==> config.mk <==
export PLATFORM = sky130hd
export DESIGN_NAME = erl_loader
export DESIGN_NICKNAME = d
export VERILOG_FILES = /design/src/hw/erl_fifo.v /design/src/hw/erl_byte_reader.v /design/src/hw/erl_loader.v
export VERILOG_INCLUDE_DIRS = /design/src /design/src/hw
export SDC_FILE = /design/constraint.sdc
export NUM_CORES = 1
export LEC_CHECK = 0
export ABC_AREA = 0
export BUFFER_PORTS_ARGS = -buffer_cell sky130_fd_sc_hd__buf_2
export CAP_MARGIN = 30
export CORE_AREA = 10 10 265 267
export CTS_BUF_LIST = sky130_fd_sc_hd__clkbuf_2
export DETAILED_ROUTE_END_ITERATION = 10
export DIE_AREA = 0 0 275 277
export GPL_TIMING_DRIVEN = 0
export HOLD_SLACK_MARGIN = 0.03
export SYNTH_ARGS = -nofsm -noshare
export SYNTH_HDL_FRONTEND = slang
export SYNTH_SLANG_ARGS = --single-unit
export TNS_END_PERCENT = 20
==> constraint.sdc <==
create_clock -name clk -period 9.9 [get_ports clk]
set_input_delay 1.98 -clock clk [delete_from_list [all_inputs] [get_ports clk]]
set_output_delay 1.98 -clock clk [all_outputs]
set_load 0.005 [all_outputs]
==> src/hw/erl_map.vh <==
// constants for the eeprom register burst loader
// assumes inclusion by the erl byte reader and loader design files, not by the fifo
`ifndef ERL_MAP_VH
`define ERL_MAP_VH

// avalon register byte offsets
`define ERL_OFS_CMD       4'h0
`define ERL_OFS_HWCFG     4'h4
`define ERL_OFS_STRAP     4'h8
`define ERL_OFS_WRCNT     4'hc

// eeprom_command_reg fields
`define ERL_CMD_BUSY      31
`define ERL_CMD_OVF       10
`define ERL_CMD_RELOAD    0
// hardware_config_reg fields
`define ERL_HW_READY      27

// eeprom layout
`define ERL_VALID_BYTE    8'ha5
`define ERL_MAC_BYTES     4'h6
`define ERL_STRAP_BYTES   4'h4
`define ERL_DW_BYTES      4'h4

// address limits selected by the eeprom size strap
`define ERL_LIMIT_0       16'h007f
`define ERL_LIMIT_1       16'h07ff
`define ERL_LIMIT_2       16'h3fff
`define ERL_LIMIT_3       16'hffff

// fifo shape
`define ERL_FIFO_W        8
`define ERL_FIFO_D        8
`define ERL_FIFO_AW       3

`endif

==> src/hw/erl_fifo.v <==
// synchronous fifo with valid/ready on both sides
// assumes a single clock and an active high asynchronous reset
`timescale 1ns/1ns
module erl_fifo #(
   parameter W  = 8,
   parameter D  = 8,
   parameter AW = 3
) (
   // clock and reset
   input  wire          clk,
   input  wire          reset,
   input  wire          clr,
   // fill side
   input  wire          inValid,
   output wire          inReady,
   input  wire [W-1:0]  inData,
   // drain side
   output wire          outValid,
   input  wire          outReady,
   output wire [W-1:0]  outData
);
   reg  [W-1:0]  mem [0:D-1];
   reg  [AW-1:0] wrPtr_reg;
   reg  [AW-1:0] rdPtr_reg;
   reg  [AW:0]   count_reg;
   wire          push;
   wire          pop;

   assign inReady  = (count_reg != D[AW:0]);
   assign outValid = (count_reg != {(AW+1){1'b0}});
   assign outData  = mem[rdPtr_reg];
   assign push     = inValid & inReady;
   assign pop      = outValid & outReady;

   always @(posedge clk) begin
      if (push) begin
         mem[wrPtr_reg] <= inData;
      end
   end

   always @(posedge clk or posedge reset) begin
      if (reset) begin
         wrPtr_reg <= {AW{1'b0}};
         rdPtr_reg <= {AW{1'b0}};
         count_reg <= {(AW+1){1'b0}};
      end else if (clr) begin
         wrPtr_reg <= {AW{1'b0}};
         rdPtr_reg <= {AW{1'b0}};
         count_reg <= {(AW+1){1'b0}};
      end else begin
         if (push) wrPtr_reg <= (wrPtr_reg == D[AW-1:0] - 1'b1) ? {AW{1'b0}} : wrPtr_reg + 1'b1;
         if (pop)  rdPtr_reg <= (rdPtr_reg == D[AW-1:0] - 1'b1) ? {AW{1'b0}} : rdPtr_reg + 1'b1;
         if (push & ~pop) count_reg <= count_reg + 1'b1;
         else if (pop & ~push) count_reg <= count_reg - 1'b1;
      end
   end
endmodule // erl_fifo

==> src/hw/erl_byte_reader.v <==
// sequential eeprom byte fetcher feeding the byte fifo
// assumes eeprom answers each held request with a one-cycle ack
`timescale 1ns/1ns
`include "erl_map.vh"
module erl_byte_reader (
   // clock and reset
   input  wire        clk,
   input  wire        reset,
   // control
   input  wire        start,
   input  wire        stop,
   input  wire [15:0] limit,
   output reg         ovf_reg,
   // eeprom byte port
   output reg         eeReq_reg,
   output reg  [15:0] eeAddr_reg,
   input  wire        eeAck,
   input  wire [7:0]  eeData,
   // byte stream
   output wire        outValid,
   input  wire        outReady,
   output wire [7:0]  outData
);
   reg run_reg;
   reg drop_reg;

   assign outValid = eeAck & eeReq_reg & run_reg & ~drop_reg;
   assign outData  = eeData;

   always @(posedge clk or posedge reset) begin
      if (reset) begin
         run_reg    <= 1'b0;
         drop_reg   <= 1'b0;
         ovf_reg    <= 1'b0;
         eeReq_reg  <= 1'b0;
         eeAddr_reg <= 16'h0000;
      end else if (start) begin
         run_reg    <= 1'b1;
         ovf_reg    <= 1'b0;
         drop_reg   <= eeReq_reg & ~eeAck;
         eeReq_reg  <= eeReq_reg & ~eeAck;
         eeAddr_reg <= (eeReq_reg & ~eeAck) ? eeAddr_reg : 16'h0000;
      end else if (eeReq_reg) begin
         if (eeAck) begin
            eeReq_reg  <= 1'b0;
            drop_reg   <= 1'b0;
            eeAddr_reg <= drop_reg ? 16'h0000 : eeAddr_reg + 16'h0001;
            if (stop) run_reg <= 1'b0;
         end
      end else if (stop) begin
         run_reg <= 1'b0;
      end else if (run_reg && outReady) begin
         if (eeAddr_reg > limit || (eeAddr_reg == 16'h0000 && ovf_reg)) begin
            ovf_reg <= 1'b1;
            run_reg <= 1'b0;
         end else begin
            eeReq_reg <= 1'b1;
         end
      end
   end
endmodule // erl_byte_reader

==> src/hw/erl_loader.v <==
// eeprom loader: validity flags, soft straps and register bursts
// assumes one 25 mhz clock; eeprom, busy flags and register port synchronous
//
// The register addresses and the Avalon-MM slave port were chosen for this implementation.
`timescale 1ns/1ns
`include "erl_map.vh"

// Functional notes
// - reset, digital reset or reload set busy and drop ready until done.
// - byte 0 not A5h: push sampled straps to PHYs, finish, clear busy.
// - byte 7 is strap flag; bytes 8-11 applied only when it is A5h.
// - byte 12 is burst flag; bursts parsed only when it equals A5h.
// - invalid burst flag: finish, wait state, clear busy.
// - byte 13 counts bursts; exactly that many bursts processed.
// - burst header: first byte address bits 9:2, second byte dword count.
// - each dword is four bytes, most significant first, one 32-bit value.
// - byte register address is the dword address with two zero bits appended.
// - bursts reach only directly writable registers on the write port.
// - each write waits until switch Switch_port_busy and PHY management busy clear.
// - read beyond eeprom space stops loader and sets overflow flag; at size strap 3 (limit FFFFh) the reader wraps to address 0 instead, no flag.
// - address limit is the largest size of the strap-selected range.
// - after final burst enter wait state and clear busy.
// - straps sampled at reset release, then overridden by eeprom data.
// - after strap override, PHY and virtual PHY registers rewritten; also on reload.
module erl_loader (
   // clock and reset
   input  wire        clk,
   input  wire        reset,
   // avalon-mm slave
   input  wire [3:0]  avsAddress,
   input  wire        avsRead,
   input  wire        avsWrite,
   input  wire [31:0] avsWriteData,
   output reg  [31:0] avsReadData,
   output wire        avsWaitRequest,
   // reset sources and straps
   input  wire        digitalReset,
   input  wire [31:0] strapIn,
   input  wire [1:0]  eepromSizeStrap,
   // eeprom byte port
   output wire        eeReq,
   output wire [15:0] eeAddr,
   input  wire        eeAck,
   input  wire [7:0]  eeData,
   // busy flags of shared interfaces
   input  wire        switchPortBusy,
   input  wire        phyMgmtBusy,
   // direct register write port
   output reg         regWrEn,
   output reg  [9:0]  regWrAddr,
   output reg  [31:0] regWrData,
   // strap and phy synchronisation
   output reg  [31:0] strapValue,
   output reg         phyResync,
   // status
   output wire        loaderBusy,
   output wire        deviceReady
);
   localparam [11:0] S_START = 12'h001;
   localparam [11:0] S_CHECK = 12'h002;
   localparam [11:0] S_MAC   = 12'h004;
   localparam [11:0] S_SFLAG = 12'h008;
   localparam [11:0] S_STRAP = 12'h010;
   localparam [11:0] S_BFLAG = 12'h020;
   localparam [11:0] S_BCNT  = 12'h040;
   localparam [11:0] S_HADDR = 12'h080;
   localparam [11:0] S_HCNT  = 12'h100;
   localparam [11:0] S_DATA  = 12'h200;
   localparam [11:0] S_WRITE = 12'h400;
   localparam [11:0] S_WAIT  = 12'h800;

   reg  [11:0] state_reg;
   reg  [11:0] state_next;
   reg         busy_reg;
   reg         ovfFlag_reg;
   reg         strapValid_reg;
   reg         sampled_reg;
   reg  [31:0] strapSample_reg;
   reg  [3:0]  byteCnt_reg;
   reg  [7:0]  burstCnt_reg;
   reg  [7:0]  dwCnt_reg;
   reg  [7:0]  dwAddr_reg;
   reg  [31:0] assemble_reg;
   reg  [31:0] wrCount_reg;
   reg         ack_reg;
   reg  [15:0] limit;
   reg         restart;
   wire        reload;
   wire        busWr;
   wire        fifoInValid;
   wire        fifoInReady;
   wire [7:0]  fifoInData;
   wire        byteValid;
   wire [7:0]  byteData;
   wire        readerOvf;
   wire        needByte;
   wire        take;
   wire        isValid;
   wire        wrClear;

   assign loaderBusy     = busy_reg;
   assign deviceReady    = ~busy_reg;
   assign avsWaitRequest = (avsRead | avsWrite) & ~ack_reg;
   assign busWr          = avsWrite & ack_reg;
   assign reload         = busWr && avsAddress == `ERL_OFS_CMD
                           && avsWriteData[`ERL_CMD_RELOAD] && !busy_reg;
   assign needByte       = (state_reg & (S_CHECK | S_MAC | S_SFLAG | S_STRAP | S_BFLAG
                           | S_BCNT | S_HADDR | S_HCNT | S_DATA)) != 12'h000;
   assign take           = needByte & byteValid;
   assign isValid        = (byteData == `ERL_VALID_BYTE);
   assign wrClear        = ~switchPortBusy & ~phyMgmtBusy;

   // eeprom size strap picks the top of its size range
   always @* begin
      case (eepromSizeStrap)
         2'h0:    limit = `ERL_LIMIT_0;
         2'h1:    limit = `ERL_LIMIT_1;
         2'h2:    limit = `ERL_LIMIT_2;
         default: limit = `ERL_LIMIT_3;
      endcase
   end

   // restart on reset release, digital reset or reload
   always @* begin
      restart = digitalReset | reload | (state_reg == S_START && sampled_reg);
   end

   erl_byte_reader u_reader (
      .clk        (clk),
      .reset      (reset),
      .start      (restart),
      .stop       (state_reg == S_WAIT),
      .limit      (limit),
      .ovf_reg    (readerOvf),
      .eeReq_reg  (eeReq),
      .eeAddr_reg (eeAddr),
      .eeAck      (eeAck),
      .eeData     (eeData),
      .outValid   (fifoInValid),
      .outReady   (fifoInReady),
      .outData    (fifoInData)
   );

   erl_fifo #(
      .W  (`ERL_FIFO_W),
      .D  (`ERL_FIFO_D),
      .AW (`ERL_FIFO_AW)
   ) u_fifo (
      .clk      (clk),
      .reset    (reset),
      .clr      (restart),
      .inValid  (fifoInValid),
      .inReady  (fifoInReady),
      .inData   (fifoInData),
      .outValid (byteValid),
      .outReady (needByte),
      .outData  (byteData)
   );

   // byte parser
   always @* begin
      state_next = state_reg;
      case (state_reg)
         S_START: if (sampled_reg) state_next = S_CHECK;
         S_CHECK: if (take) state_next = isValid ? S_MAC : S_WAIT;
         S_MAC:   if (take && byteCnt_reg == `ERL_MAC_BYTES - 4'h1) state_next = S_SFLAG;
         S_SFLAG: if (take) state_next = S_STRAP;
         S_STRAP: if (take && byteCnt_reg == `ERL_STRAP_BYTES - 4'h1) state_next = S_BFLAG;
         S_BFLAG: if (take) state_next = isValid ? S_BCNT : S_WAIT;
         S_BCNT:  if (take) state_next = (byteData == 8'h00) ? S_WAIT : S_HADDR;
         S_HADDR: if (take) state_next = S_HCNT;
         S_HCNT: begin
            if (take) begin
               if (byteData != 8'h00) state_next = S_DATA;
               else if (burstCnt_reg == 8'h01) state_next = S_WAIT;
               else state_next = S_HADDR;
            end
         end
         S_DATA:  if (take && byteCnt_reg == `ERL_DW_BYTES - 4'h1) state_next = S_WRITE;
         S_WRITE: begin
            if (wrClear) begin
               if (dwCnt_reg != 8'h01) state_next = S_DATA;
               else if (burstCnt_reg != 8'h01) state_next = S_HADDR;
               else state_next = S_WAIT;
            end
         end
         S_WAIT:  state_next = S_WAIT;
         default: state_next = S_WAIT;
      endcase
      // a byte the reader cannot fetch ends the load
      if (needByte && !byteValid && readerOvf) state_next = S_WAIT;
   end

   always @(posedge clk or posedge reset) begin
      if (reset) begin
         state_reg       <= S_START;
         busy_reg        <= 1'b1;
         ovfFlag_reg     <= 1'b0;
         strapValid_reg  <= 1'b0;
         sampled_reg     <= 1'b0;
         strapSample_reg <= 32'h00000000;
         strapValue      <= 32'h00000000;
         byteCnt_reg     <= 4'h0;
         burstCnt_reg    <= 8'h00;
         dwCnt_reg       <= 8'h00;
         dwAddr_reg      <= 8'h00;
         assemble_reg    <= 32'h00000000;
         regWrEn         <= 1'b0;
         regWrAddr       <= 10'h000;
         regWrData       <= 32'h00000000;
         phyResync       <= 1'b0;
         wrCount_reg     <= 32'h00000000;
      end else begin
         regWrEn   <= 1'b0;
         phyResync <= 1'b0;
         // straps caught in the first cycle after reset release
         if (!sampled_reg) begin
            sampled_reg     <= 1'b1;
            strapSample_reg <= strapIn;
            strapValue      <= strapIn;
         end
         if (restart) begin
            state_reg      <= S_CHECK;
            busy_reg       <= 1'b1;
            byteCnt_reg    <= 4'h0;
            strapValid_reg <= 1'b0;
            strapValue     <= sampled_reg ? strapSample_reg : strapIn;
         end else begin
            state_reg <= state_next;
            if (take && state_reg != state_next) byteCnt_reg <= 4'h0;
            else if (take) byteCnt_reg <= byteCnt_reg + 4'h1;
            if (state_reg == S_WRITE) byteCnt_reg <= 4'h0;
            if (needByte && !byteValid && readerOvf) ovfFlag_reg <= 1'b1;
            else if (busWr && avsAddress == `ERL_OFS_CMD && avsWriteData[`ERL_CMD_OVF])
               ovfFlag_reg <= 1'b0;
            if (take && state_reg == S_SFLAG) strapValid_reg <= isValid;
            // soft straps, first byte lands in the low lane
            if (take && state_reg == S_STRAP && strapValid_reg) begin
               case (byteCnt_reg[1:0])
                  2'h0:    strapValue[7:0]   <= byteData;
                  2'h1:    strapValue[15:8]  <= byteData;
                  2'h2:    strapValue[23:16] <= byteData;
                  default: strapValue[31:24] <= byteData;
               endcase
            end
            // phy resync once straps are final
            if ((take && state_reg == S_CHECK && !isValid) ||
                (take && state_reg == S_STRAP && byteCnt_reg == `ERL_STRAP_BYTES - 4'h1))
               phyResync <= 1'b1;
            if (take && state_reg == S_BCNT) burstCnt_reg <= byteData;
            if (take && state_reg == S_HADDR) dwAddr_reg <= byteData;
            if (take && state_reg == S_HCNT) begin
               dwCnt_reg <= byteData;
               if (byteData == 8'h00) burstCnt_reg <= burstCnt_reg - 8'h01;
            end
            if (take && state_reg == S_DATA)
               assemble_reg <= {assemble_reg[23:0], byteData};
            if (state_reg == S_WRITE && wrClear) begin
               regWrEn     <= 1'b1;
               regWrAddr   <= {dwAddr_reg, 2'b00};
               regWrData   <= assemble_reg;
               wrCount_reg <= wrCount_reg + 32'h00000001;
               dwAddr_reg  <= dwAddr_reg + 8'h01;
               dwCnt_reg   <= dwCnt_reg - 8'h01;
               if (dwCnt_reg == 8'h01) burstCnt_reg <= burstCnt_reg - 8'h01;
            end
            // busy drops once the last write or resync pulse has gone out
            if (state_reg == S_WAIT) busy_reg <= 1'b0;
         end
      end
   end

   // avalon slave: one wait cycle, answer on the second edge
   always @(posedge clk or posedge reset) begin
      if (reset) begin
         ack_reg     <= 1'b0;
         avsReadData <= 32'h00000000;
      end else begin
         ack_reg <= (avsRead | avsWrite) & ~ack_reg;
         if (avsRead && !ack_reg) begin
            case (avsAddress)
               `ERL_OFS_CMD: begin
                  avsReadData                 <= 32'h00000000;
                  avsReadData[`ERL_CMD_BUSY]  <= busy_reg;
                  avsReadData[`ERL_CMD_OVF]   <= ovfFlag_reg;
               end
               `ERL_OFS_HWCFG: begin
                  avsReadData                 <= 32'h00000000;
                  avsReadData[`ERL_HW_READY]  <= ~busy_reg;
               end
               `ERL_OFS_STRAP: avsReadData <= strapValue;
               `ERL_OFS_WRCNT: avsReadData <= wrCount_reg;
               default:        avsReadData <= 32'h00000000;
            endcase
         end
      end
   end
endmodule // erl_loader

==> flow_metrics.py, run 1 <==
metrics = {
    "synthesis": {
        "syn_inst": 1567,
        "synth_most_common_cell": "sky130_fd_sc_hd__dfrtp_1",
        "synth.area.top_cells": "sky130_fd_sc_hd__dfrtp_1 43%, sky130_fd_sc_hd__edfxtp_1 12%, sky130_fd_sc_hd__nand2_1 6.2%",
        "synth.cell_area_um2": 16080,
        "synth.lib_cells_used.distinct": 74,
        "ys_warn_count": 0,
        "asyncSetResetFlopFracSynth_pct": 81.23,
        "number_of_enable_flip_flop_cells_after_synthesis": 64,
        "synthesis.area_per_instance_um2": 10.26,
        "yosys.area.top_type": "sky130_fd_sc_hd__dfrtp_1",
        "share_of_the_yosys_chip_area_belonging_to_registers_pct": 55.06,
        "post_synth_most_frequent_cells": "275 x sky130_fd_sc_hd__dfrtp_1, 267 x sky130_fd_sc_hd__nand2_1, 130 x sky130_fd_sc_hd__a21oi_1",
        "synth_largest_type_area_fraction_pct": 42.79,
        "postSynthRegisterBits": 341,
        "dominantRegCellSynth": "sky130_fd_sc_hd__dfrtp_1",
    },
    "setup_path": {
        "end_kind": "primary output",
        "worstPathCellList": "buf_2 -> nor2_1 -> nor2_1 -> buf_2",
        "critical_path_arrival_ns": 2.64,
        "r2r_setup_slack_ns": 5.81,
        "timing.critical_path.fanout_max": 2,
        "critPathRequiredTime_ns": 7.92,
        "reg2reg_path_depth": 12,
        "critical_path.slowest_cell": "sky130_fd_sc_hd__nor2_1",
        "critical-path-top-delay-family": "simple AND/OR/NAND/NOR gates",
        "timing.critical_path.slowest_cell_delay_ns": 0.29,
        "worst-path-buf-inv": 2,
        "setup.worst_path.start_class": "input port",
        "worst_r2r_startpoint": "state_reg[1]$_DFF_PP0_",
        "path_class": "input port to primary output",
        "rr_endpoint": "wrCount_reg[27]$_DFFE_PP0P_",
    },
    "hold_path": {
        "hold_path_end": "regWrAddr[2]$_DFFE_PP0P_",
        "timing.hold.worst.class": "flip-flop to flip-flop",
        "worst_hold_path_depth": 2,
        "hold_start": "regWrAddr[2]$_DFFE_PP0P_",
    },
    "global_routing": {
        "total_grt_overflow": 0,
        "grt_antenna_before_repair": 9,
        "grt_pass1_vias": 13710,
        "groute.usage.overall_pct": 13.57,
        "grt_max_degree": 111,
        "grt_pass1_wl_um": 81010,
    },
    "sta": {
        "final_max_slew_viol_count": 0,
        "period_needed_ns": 4.622,
        "post-route-period-util_pct": 46.68,
        "finalHoldWorstSlack_ns": 0.4675,
        "largest_clock_skew_in_the_final_design_ns": 0.1254,
        "hold_viol_final": 0,
        "achievable-frequency_mhz": 216.4,
        "grt_setup_unrepaired": "false",
        "timing_worst_slew_pin_value_ns": 0.9195,
        "timing.final.setup_violations": 0,
        "max_slew_margin_pct": 38.13,
    },
    "power_and_ir_drop": {
        "switching_power_mw": 1.062,
        "switching_share_pct": 33.99,
        "share_clk_of_total_power_pct": 32.1,
        "power.combinational.fraction_pct": 18.8,
        "internal-power_mw": 2.063,
        "total_leakage_power_nw": 8.781,
        "power_density_nw_per_um2": 164.0,
        "seq_power_share_pct": 49.1,
        "max-vdd-ir-drop_mv": 0.05762,
    },
    "cells_and_area": {
        "final_nets": 1963,
        "filler_cell_count": 6868,
        "register_with_the_most_flip_flops": "u_fifo.mem",
        "layout-drive-gt1-share_pct": 20.82,
        "syn2layout_area_growth_pct": 18.49,
        "largest_reg_flops": 64,
        "fin_area_um2": 19060,
    },
    "cts": {
        "cts.sinks": 341,
        "post_cts_resized": 0,
        "hold_buffers": 0,
        "post-cts-setup-buffers": 0,
        "clock_latency_ns": 1.11,
        "root_buffer": "sky130_fd_sc_hd__clkbuf_2",
        "cts_max_path_buffers": 3,
        "clock_slew_at_reported_path_ffs_ns": 0.09,
        "cts_tree": "yes",
        "cts_buffers": 91,
        "cts-htree-levels": 3,
    },
    "routing": {
        "postRouteWirelength_um": 52350,
        "maxUsedRoutingLayer": "met5",
        "dr_wl_met2_um": 25120,
        "remaining_drc_errors": 0,
        "detail_route.iter0.violations": 939,
        "drtPass1Iterations": 5,
        "routed_wire_length_on_met3_um": 3913,
        "vias": 13270,
        "drt-met1-wl_um": 22020,
        "vias_per_cell": 4.762,
        "wire_per_inst_um": 18.78,
        "post_drt_antenna_nets": 0,
    },
    "place": {
        "postPlaceCellArea_um2": 18210,
        "place.detailed.hpwl_um": 38140,
        "gp_congestion": 0.8984,
        "io_buffers": 179,
    },
    "floorplan": {
        "floorplan.die.height_um": 277,
        "placeableCoreArea_um2": 65160,
        "floorplan.die_area_um2": 76180,
        "std_cell_rows": 94,
        "initial_utilization_pct": 24.68,
        "floorplan.die.width_um": 275,
        "num_io_pins": 214,
    },
    "run": {
        "maxCapViolations": 0,
    },
    "outcome": {
        "status": "finished, final reports clean",
    },
}
## cells by family (layout without fill, tap and decap cells)
kind of cell,count (synthesis),after routing,synth area share [%]
AO/OA/AOI/OAI,371,371,13.64
XOR/XNOR,40,40,2.178
AND/OR/NAND/NOR,600,600,17.50
multiplexers,69,69,6.138
adder cells (fa/ha/maj),29,29,2.303
flip-flops,341,341,55.06
other,2,5,0.04670
buffers and inverters,115,468,3.135
## final cells by class
class / count / area [um^2] / area share, %
clock inverters: 45 / 236.5 / 1.241
repair buffers: 187 / 1001 / 5.252
diodes: 2 / 5.005 / 0.02626
plain buffers: 88 / 402.9 / 2.114
inverters: 27 / 108.9 / 0.5712
well taps: 864 / 1081 / 5.673
multi-input cells: 1112 / 6760 / 35.47
flip-flops and latches: 341 / 8856 / 46.47
clock buffers: 121 / 605.6 / 3.178
## power by group through the flow
stage | combinational (mW) | sequential [mW] | clock, mW
2_1_floorplan | 0.348 | 1.55 | 0
3_3_place_gp | 0.565 | 1.56 | 0
3_5_place_dp | 0.590 | 1.56 | 0
4_1_cts | 0.593 | 1.53 | 1.05
5_1_grt | 0.641 | 1.54 | 1.13
6_report | 0.588 | 1.53 | 1.00
## routing by layer
| layer | track usage (%) | vias to the layer above |
|---|---|---|
| met5 | 0 | - |
| met4 | 4.807 | 10 |
| met3 | 3.703 | 90 |
| met2 | 22.51 | 429 |
| met1 | 16.58 | 6553 |
| li1 | - | 6190 |
## cell usage in the layout (no fill, tap or decap), drive strengths merged, types with 16 or more instances in the layout
cell type	count
a21o	37
a21oi	130
a22oi	34
and3	19
buf	204
clkbuf	192
clkinv	40
dfrtp	275
edfxtp	64
ha	28
inv	30
mux2	44
mux4	16
nand2	267
nand3	42
nand4	23
nor2	116
nor2b	40
nor3	21
o21ai	123
xnor2	31
## per-stage QoR
stage	utilization [%]	cells	worst slack [ns]	TNS, ns	power, mW
finish	29.25	2787	5.279	0	3.125
global route	29.25	2787	5.227	0	3.311
CTS	29.24	2785	5.214	0	3.180
detailed placement	27.95	2619	4.622	0	2.151
global placement	27.72	2611	-2.854	-770.10	2.124
floorplan	-	1568	0.2862	0	1.897
## worst min-delay path, delay by kind of cell, from the launching register on
kind	cells	cell delay, ns
flops	1	0.35
simple gates	2	0.10
## worst max-delay path by stage
| stage | startpoint | to | slack, ns | cells after the start |
|---|---|---|---|---|
| CTS | avsRead | avsWaitRequest | 5.21 | 4 |
| finish | avsRead | avsWaitRequest | 5.28 | 4 |
| detailed placement | avsAddress[2] | wrCount_reg[31]$_DFFE_PP0P_ | 4.62 | 11 |
| global placement | reset | strapSample_reg[26]$_DFF_PP0_ | -2.85 | 2 |
| global route | avsWrite | avsWaitRequest | 5.23 | 4 |
| floorplan | reset | ack_reg$_DFF_PP0_ | 0.29 | 1 |
Note: power is estimated with default switching activity, not from simulation.
==> inputs of run 2 (changes only) <==
--- a/config.mk
+++ b/config.mk
@@ -6,13 +6,13 @@
 export SDC_FILE = /design/constraint.sdc
 export NUM_CORES = 1
 export LEC_CHECK = 0
-export ABC_AREA = 0
+export ABC_AREA = 1
 export BUFFER_PORTS_ARGS = -buffer_cell sky130_fd_sc_hd__buf_2
 export CAP_MARGIN = 30
-export CORE_AREA = 10 10 265 267
+export CORE_AREA = 10 10 272 274
 export CTS_BUF_LIST = sky130_fd_sc_hd__clkbuf_2
 export DETAILED_ROUTE_END_ITERATION = 10
-export DIE_AREA = 0 0 275 277
+export DIE_AREA = 0 0 282 284
 export GPL_TIMING_DRIVEN = 0
 export HOLD_SLACK_MARGIN = 0.03
 export SYNTH_ARGS = -nofsm -noshare
==> constraint.sdc (replaced) <==
create_clock -name clk -period 4.7 [get_ports clk]
set_input_delay 0.94 -clock clk [delete_from_list [all_inputs] [get_ports clk]]
set_output_delay 0.94 -clock clk [all_outputs]
set_load 0.005 [all_outputs]
==> run 2 against run 1 <==
Register-to-register slack got worse by 4.0 ns. Die area rose by 5.1%. Area after synthesis rose by 5.4%. Design area rose by 6.3%. Via count rose by 11%. Power rose by 130%. Flip-flop and latch count did not move. Sequential power rose by 110%. Critical endpoint unchanged.
==> flow_metrics.py, run 2 <==
metrics = {
    "outcome": {
        "status": "finished, final reports clean",
    },
    "power_and_ir_drop": {
        "internal-power_mw": 4.497,
        "max-vdd-ir-drop_mv": 0.1309,
        "share_clk_of_total_power_pct": 30.3,
        "total_leakage_power_nw": 10.24,
        "power_density_nw_per_um2": 349.8,
        "seq_power_share_pct": 45.9,
        "switching_share_pct": 36.54,
        "switching_power_mw": 2.590,
        "power.combinational.fraction_pct": 23.9,
    },
    "routing": {
        "postRouteWirelength_um": 54650,
        "vias_per_cell": 4.460,
        "post_drt_antenna_nets": 0,
        "wire_per_inst_um": 16.54,
        "remaining_drc_errors": 0,
        "drtPass1Iterations": 7,
        "detail_route.iter0.violations": 1001,
        "vias": 14740,
    },
    "setup_path": {
        "endpoint": "avsWaitRequest",
        "r2r_setup_slack_ns": 1.85,
        "worst_r2r_startpoint": "loaderBusy$_DFFE_PP1P_",
        "critPathRequiredTime_ns": 3.76,
        "timing.critical_path.from": "avsRead",
        "rr_endpoint": "strapValue[4]$_DFF_PP0_",
        "setup.worst_path.start_class": "input port",
        "end_kind": "primary output",
        "reg2reg_path_depth": 10,
        "critical_path_arrival_ns": 2.44,
        "timing.critical_path.fanout_max": 2,
        "path_class": "input port to primary output",
    },
    "synthesis": {
        "ys_warn_count": 0,
        "postSynthRegisterBits": 341,
        "asyncSetResetFlopFracSynth_pct": 81.23,
        "synth.lib_cells_used.distinct": 62,
        "yosys.area.top_type": "sky130_fd_sc_hd__dfrtp_1",
        "dominantRegCellSynth": "sky130_fd_sc_hd__dfrtp_1",
        "synth_most_common_cell": "sky130_fd_sc_hd__nand2_1",
        "number_of_enable_flip_flop_cells_after_synthesis": 64,
        "syn_inst": 2036,
        "post_synth_most_frequent_cells": "636 x sky130_fd_sc_hd__nand2_1, 275 x sky130_fd_sc_hd__dfrtp_1, 236 x sky130_fd_sc_hd__inv_1",
        "synthesis.area_per_instance_um2": 8.326,
        "synth.area.top_cells": "sky130_fd_sc_hd__dfrtp_1 41%, sky130_fd_sc_hd__nand2_1 14%, sky130_fd_sc_hd__edfxtp_1 11%",
        "synth.cell_area_um2": 16950,
        "synth_largest_type_area_fraction_pct": 40.59,
        "share_of_the_yosys_chip_area_belonging_to_registers_pct": 52.24,
    },
    "floorplan": {
        "std_cell_rows": 96,
        "floorplan.die.width_um": 282,
        "floorplan.die_area_um2": 80090,
        "placeableCoreArea_um2": 68350,
        "num_io_pins": 214,
        "initial_utilization_pct": 24.80,
        "floorplan.die.height_um": 284,
    },
    "cells_and_area": {
        "filler_cell_count": 7344,
        "fin_area_um2": 20260,
        "layout-drive-gt1-share_pct": 18.96,
        "syn2layout_area_growth_pct": 19.51,
        "mostFrequentLayoutCells": "636 x sky130_fd_sc_hd__nand2_1, 275 x sky130_fd_sc_hd__dfrtp_1, 235 x sky130_fd_sc_hd__inv_1, 204 x sky130_fd_sc_hd__buf_2, 160 x sky130_fd_sc_hd__o21ai_0",
        "register_with_the_most_flip_flops": "u_fifo.mem",
        "largest_reg_flops": 64,
        "final_nets": 2467,
        "layout.cells.most_common": "sky130_fd_sc_hd__nand2_1",
    },
    "sta": {
        "period_needed_ns": 3.384,
        "setup_slack_ns": 1.316,
        "hold_viol_final": 0,
        "grt_setup_unrepaired": "false",
        "timing_worst_slew_pin_value_ns": 0.8488,
        "largest_clock_skew_in_the_final_design_ns": 0.1356,
        "timing.final.setup_violations": 0,
        "max_slew_margin_pct": 43.20,
        "post-route-period-util_pct": 72.00,
        "final_max_slew_viol_count": 0,
        "achievable-frequency_mhz": 295.5,
    },
    "cts": {
        "cts_buffers": 93,
        "cts_max_path_buffers": 3,
        "post-cts-setup-buffers": 0,
        "cts-htree-levels": 3,
        "root_buffer": "sky130_fd_sc_hd__clkbuf_2",
        "cts_tree": "yes",
        "hold_buffers": 29,
        "cts.sinks": 341,
        "clock_latency_ns": 1.11,
        "clock_slew_at_reported_path_ffs_ns": 0.10,
        "post_cts_resized": 0,
    },
    "global_routing": {
        "groute.usage.overall_pct": 13.43,
        "grt_max_degree": 42,
        "grt_antenna_before_repair": 5,
        "total_grt_overflow": 0,
        "grt_pass1_vias": 14730,
        "grt_pass1_wl_um": 84110,
    },
    "place": {
        "postPlaceCellArea_um2": 19120,
        "gp_congestion": 0.9496,
        "io_buffers": 181,
        "preCtsSetupSlack_ns": 0.9009,
        "place.detailed.hpwl_um": 40830,
    },
    "hold_path": {
        "timing.hold.worst.class": "input port to flip-flop",
    },
    "run": {
        "maxCapViolations": 0,
    },
}
==> run 2: cell count changes in the layout (fill, tap and decap cells not counted), sizes merged, moves of 37 or more <==
cell   before  now
nand2     267  655
inv        30  256
a21oi     130   38
nand3      42  101
o21ai     123  179
mux2       44    1
nor2      116  159
nor2b      40    0
a21o       37    0
==> run 2: through the flow <==
stage | TNS [ns] | power (mW) | util (%) | hold slack, ns | instances
5_1_grt | 0 | 7.536 | 29.64 | 0.1012 | 3304
4_1_cts | 0 | 7.193 | 29.64 | 0.04860 | 3303
3_5_place_dp | 0 | 4.983 | 27.98 | 0.4615 | 3110
6_report | 0 | 7.087 | 29.64 | 0.1854 | 3304
2_1_floorplan | 0 | 4.314 | - | 0.4416 | 2037
3_3_place_gp | -502.32 | 4.962 | 27.76 | 0.4574 | 3100
==> run 2: layout make-up <==
cell class	count	area, um^2	area share (%)
clock inverter	23	136.4	0.6732
timing repair buffer	220	1351	6.670
tap	882	1104	5.447
antenna	1	2.502	0.01235
sequential	341	8856	43.71
multi-input combinational	1367	6771	33.42
clock buffer	141	705.7	3.483
inverter	256	969.7	4.786
buffer	73	362.8	1.791
==> run 2: worst min-delay path by stage <==
| stage | from | to | cells after the start | slack [ns] |
|---|---|---|---|---|
| 6_report | strapIn[8] | strapSample_reg[8]$_DFF_PP0_ | 3 | 0.19 |
| 5_1_grt | strapIn[8] | strapSample_reg[8]$_DFF_PP0_ | 3 | 0.10 |
| 4_1_cts | strapIn[8] | strapSample_reg[8]$_DFF_PP0_ | 3 | 0.05 |
| 3_5_place_dp | strapSample_reg[9]$_DFF_PP0_ | strapSample_reg[9]$_DFF_PP0_ | 2 | 0.46 |
| 3_3_place_gp | strapSample_reg[31]$_DFF_PP0_ | strapSample_reg[31]$_DFF_PP0_ | 2 | 0.46 |
| 2_1_floorplan | wrCount_reg[31]$_DFFE_PP0P_ | wrCount_reg[31]$_DFFE_PP0P_ | 1 | 0.44 |
==> run 2: power groups by stage <==
stage	combinational, mW	clock [mW]	sequential [mW]
2_1_floorplan	1.02	0	3.29
3_3_place_gp	1.65	0	3.31
3_5_place_dp	1.67	0	3.31
4_1_cts	1.70	2.24	3.25
5_1_grt	1.87	2.39	3.27
6_report	1.69	2.15	3.25
==> run 2: per-layer routing <==
layer	wire, um	GRT usage (%)
met3	3307	2.754
met2	25550	21.80
met5	13	0
met1	23380	16.54
met4	2400	7.020
==> run 2: cell families after synthesis <==
logic type,synth area share [%]
buf+inv,7.838
xor+xnor,2.273
flops,52.24
other cells,0.04430
mux,0.06642
simple gates,25.14
fa+ha+maj,2.185
compound gates,10.21
==> run 2: worst max-delay path, cell delays in order <==
cell and delay (ns):
sky130_fd_sc_hd__dlygate4sd3_1 0.55, sky130_fd_sc_hd__buf_2 0.12, sky130_fd_sc_hd__nor2_1 0.03, sky130_fd_sc_hd__dlygate4sd3_1 0.55
sky130_fd_sc_hd__nor2_1 0.13, sky130_fd_sc_hd__buf_2 0.14
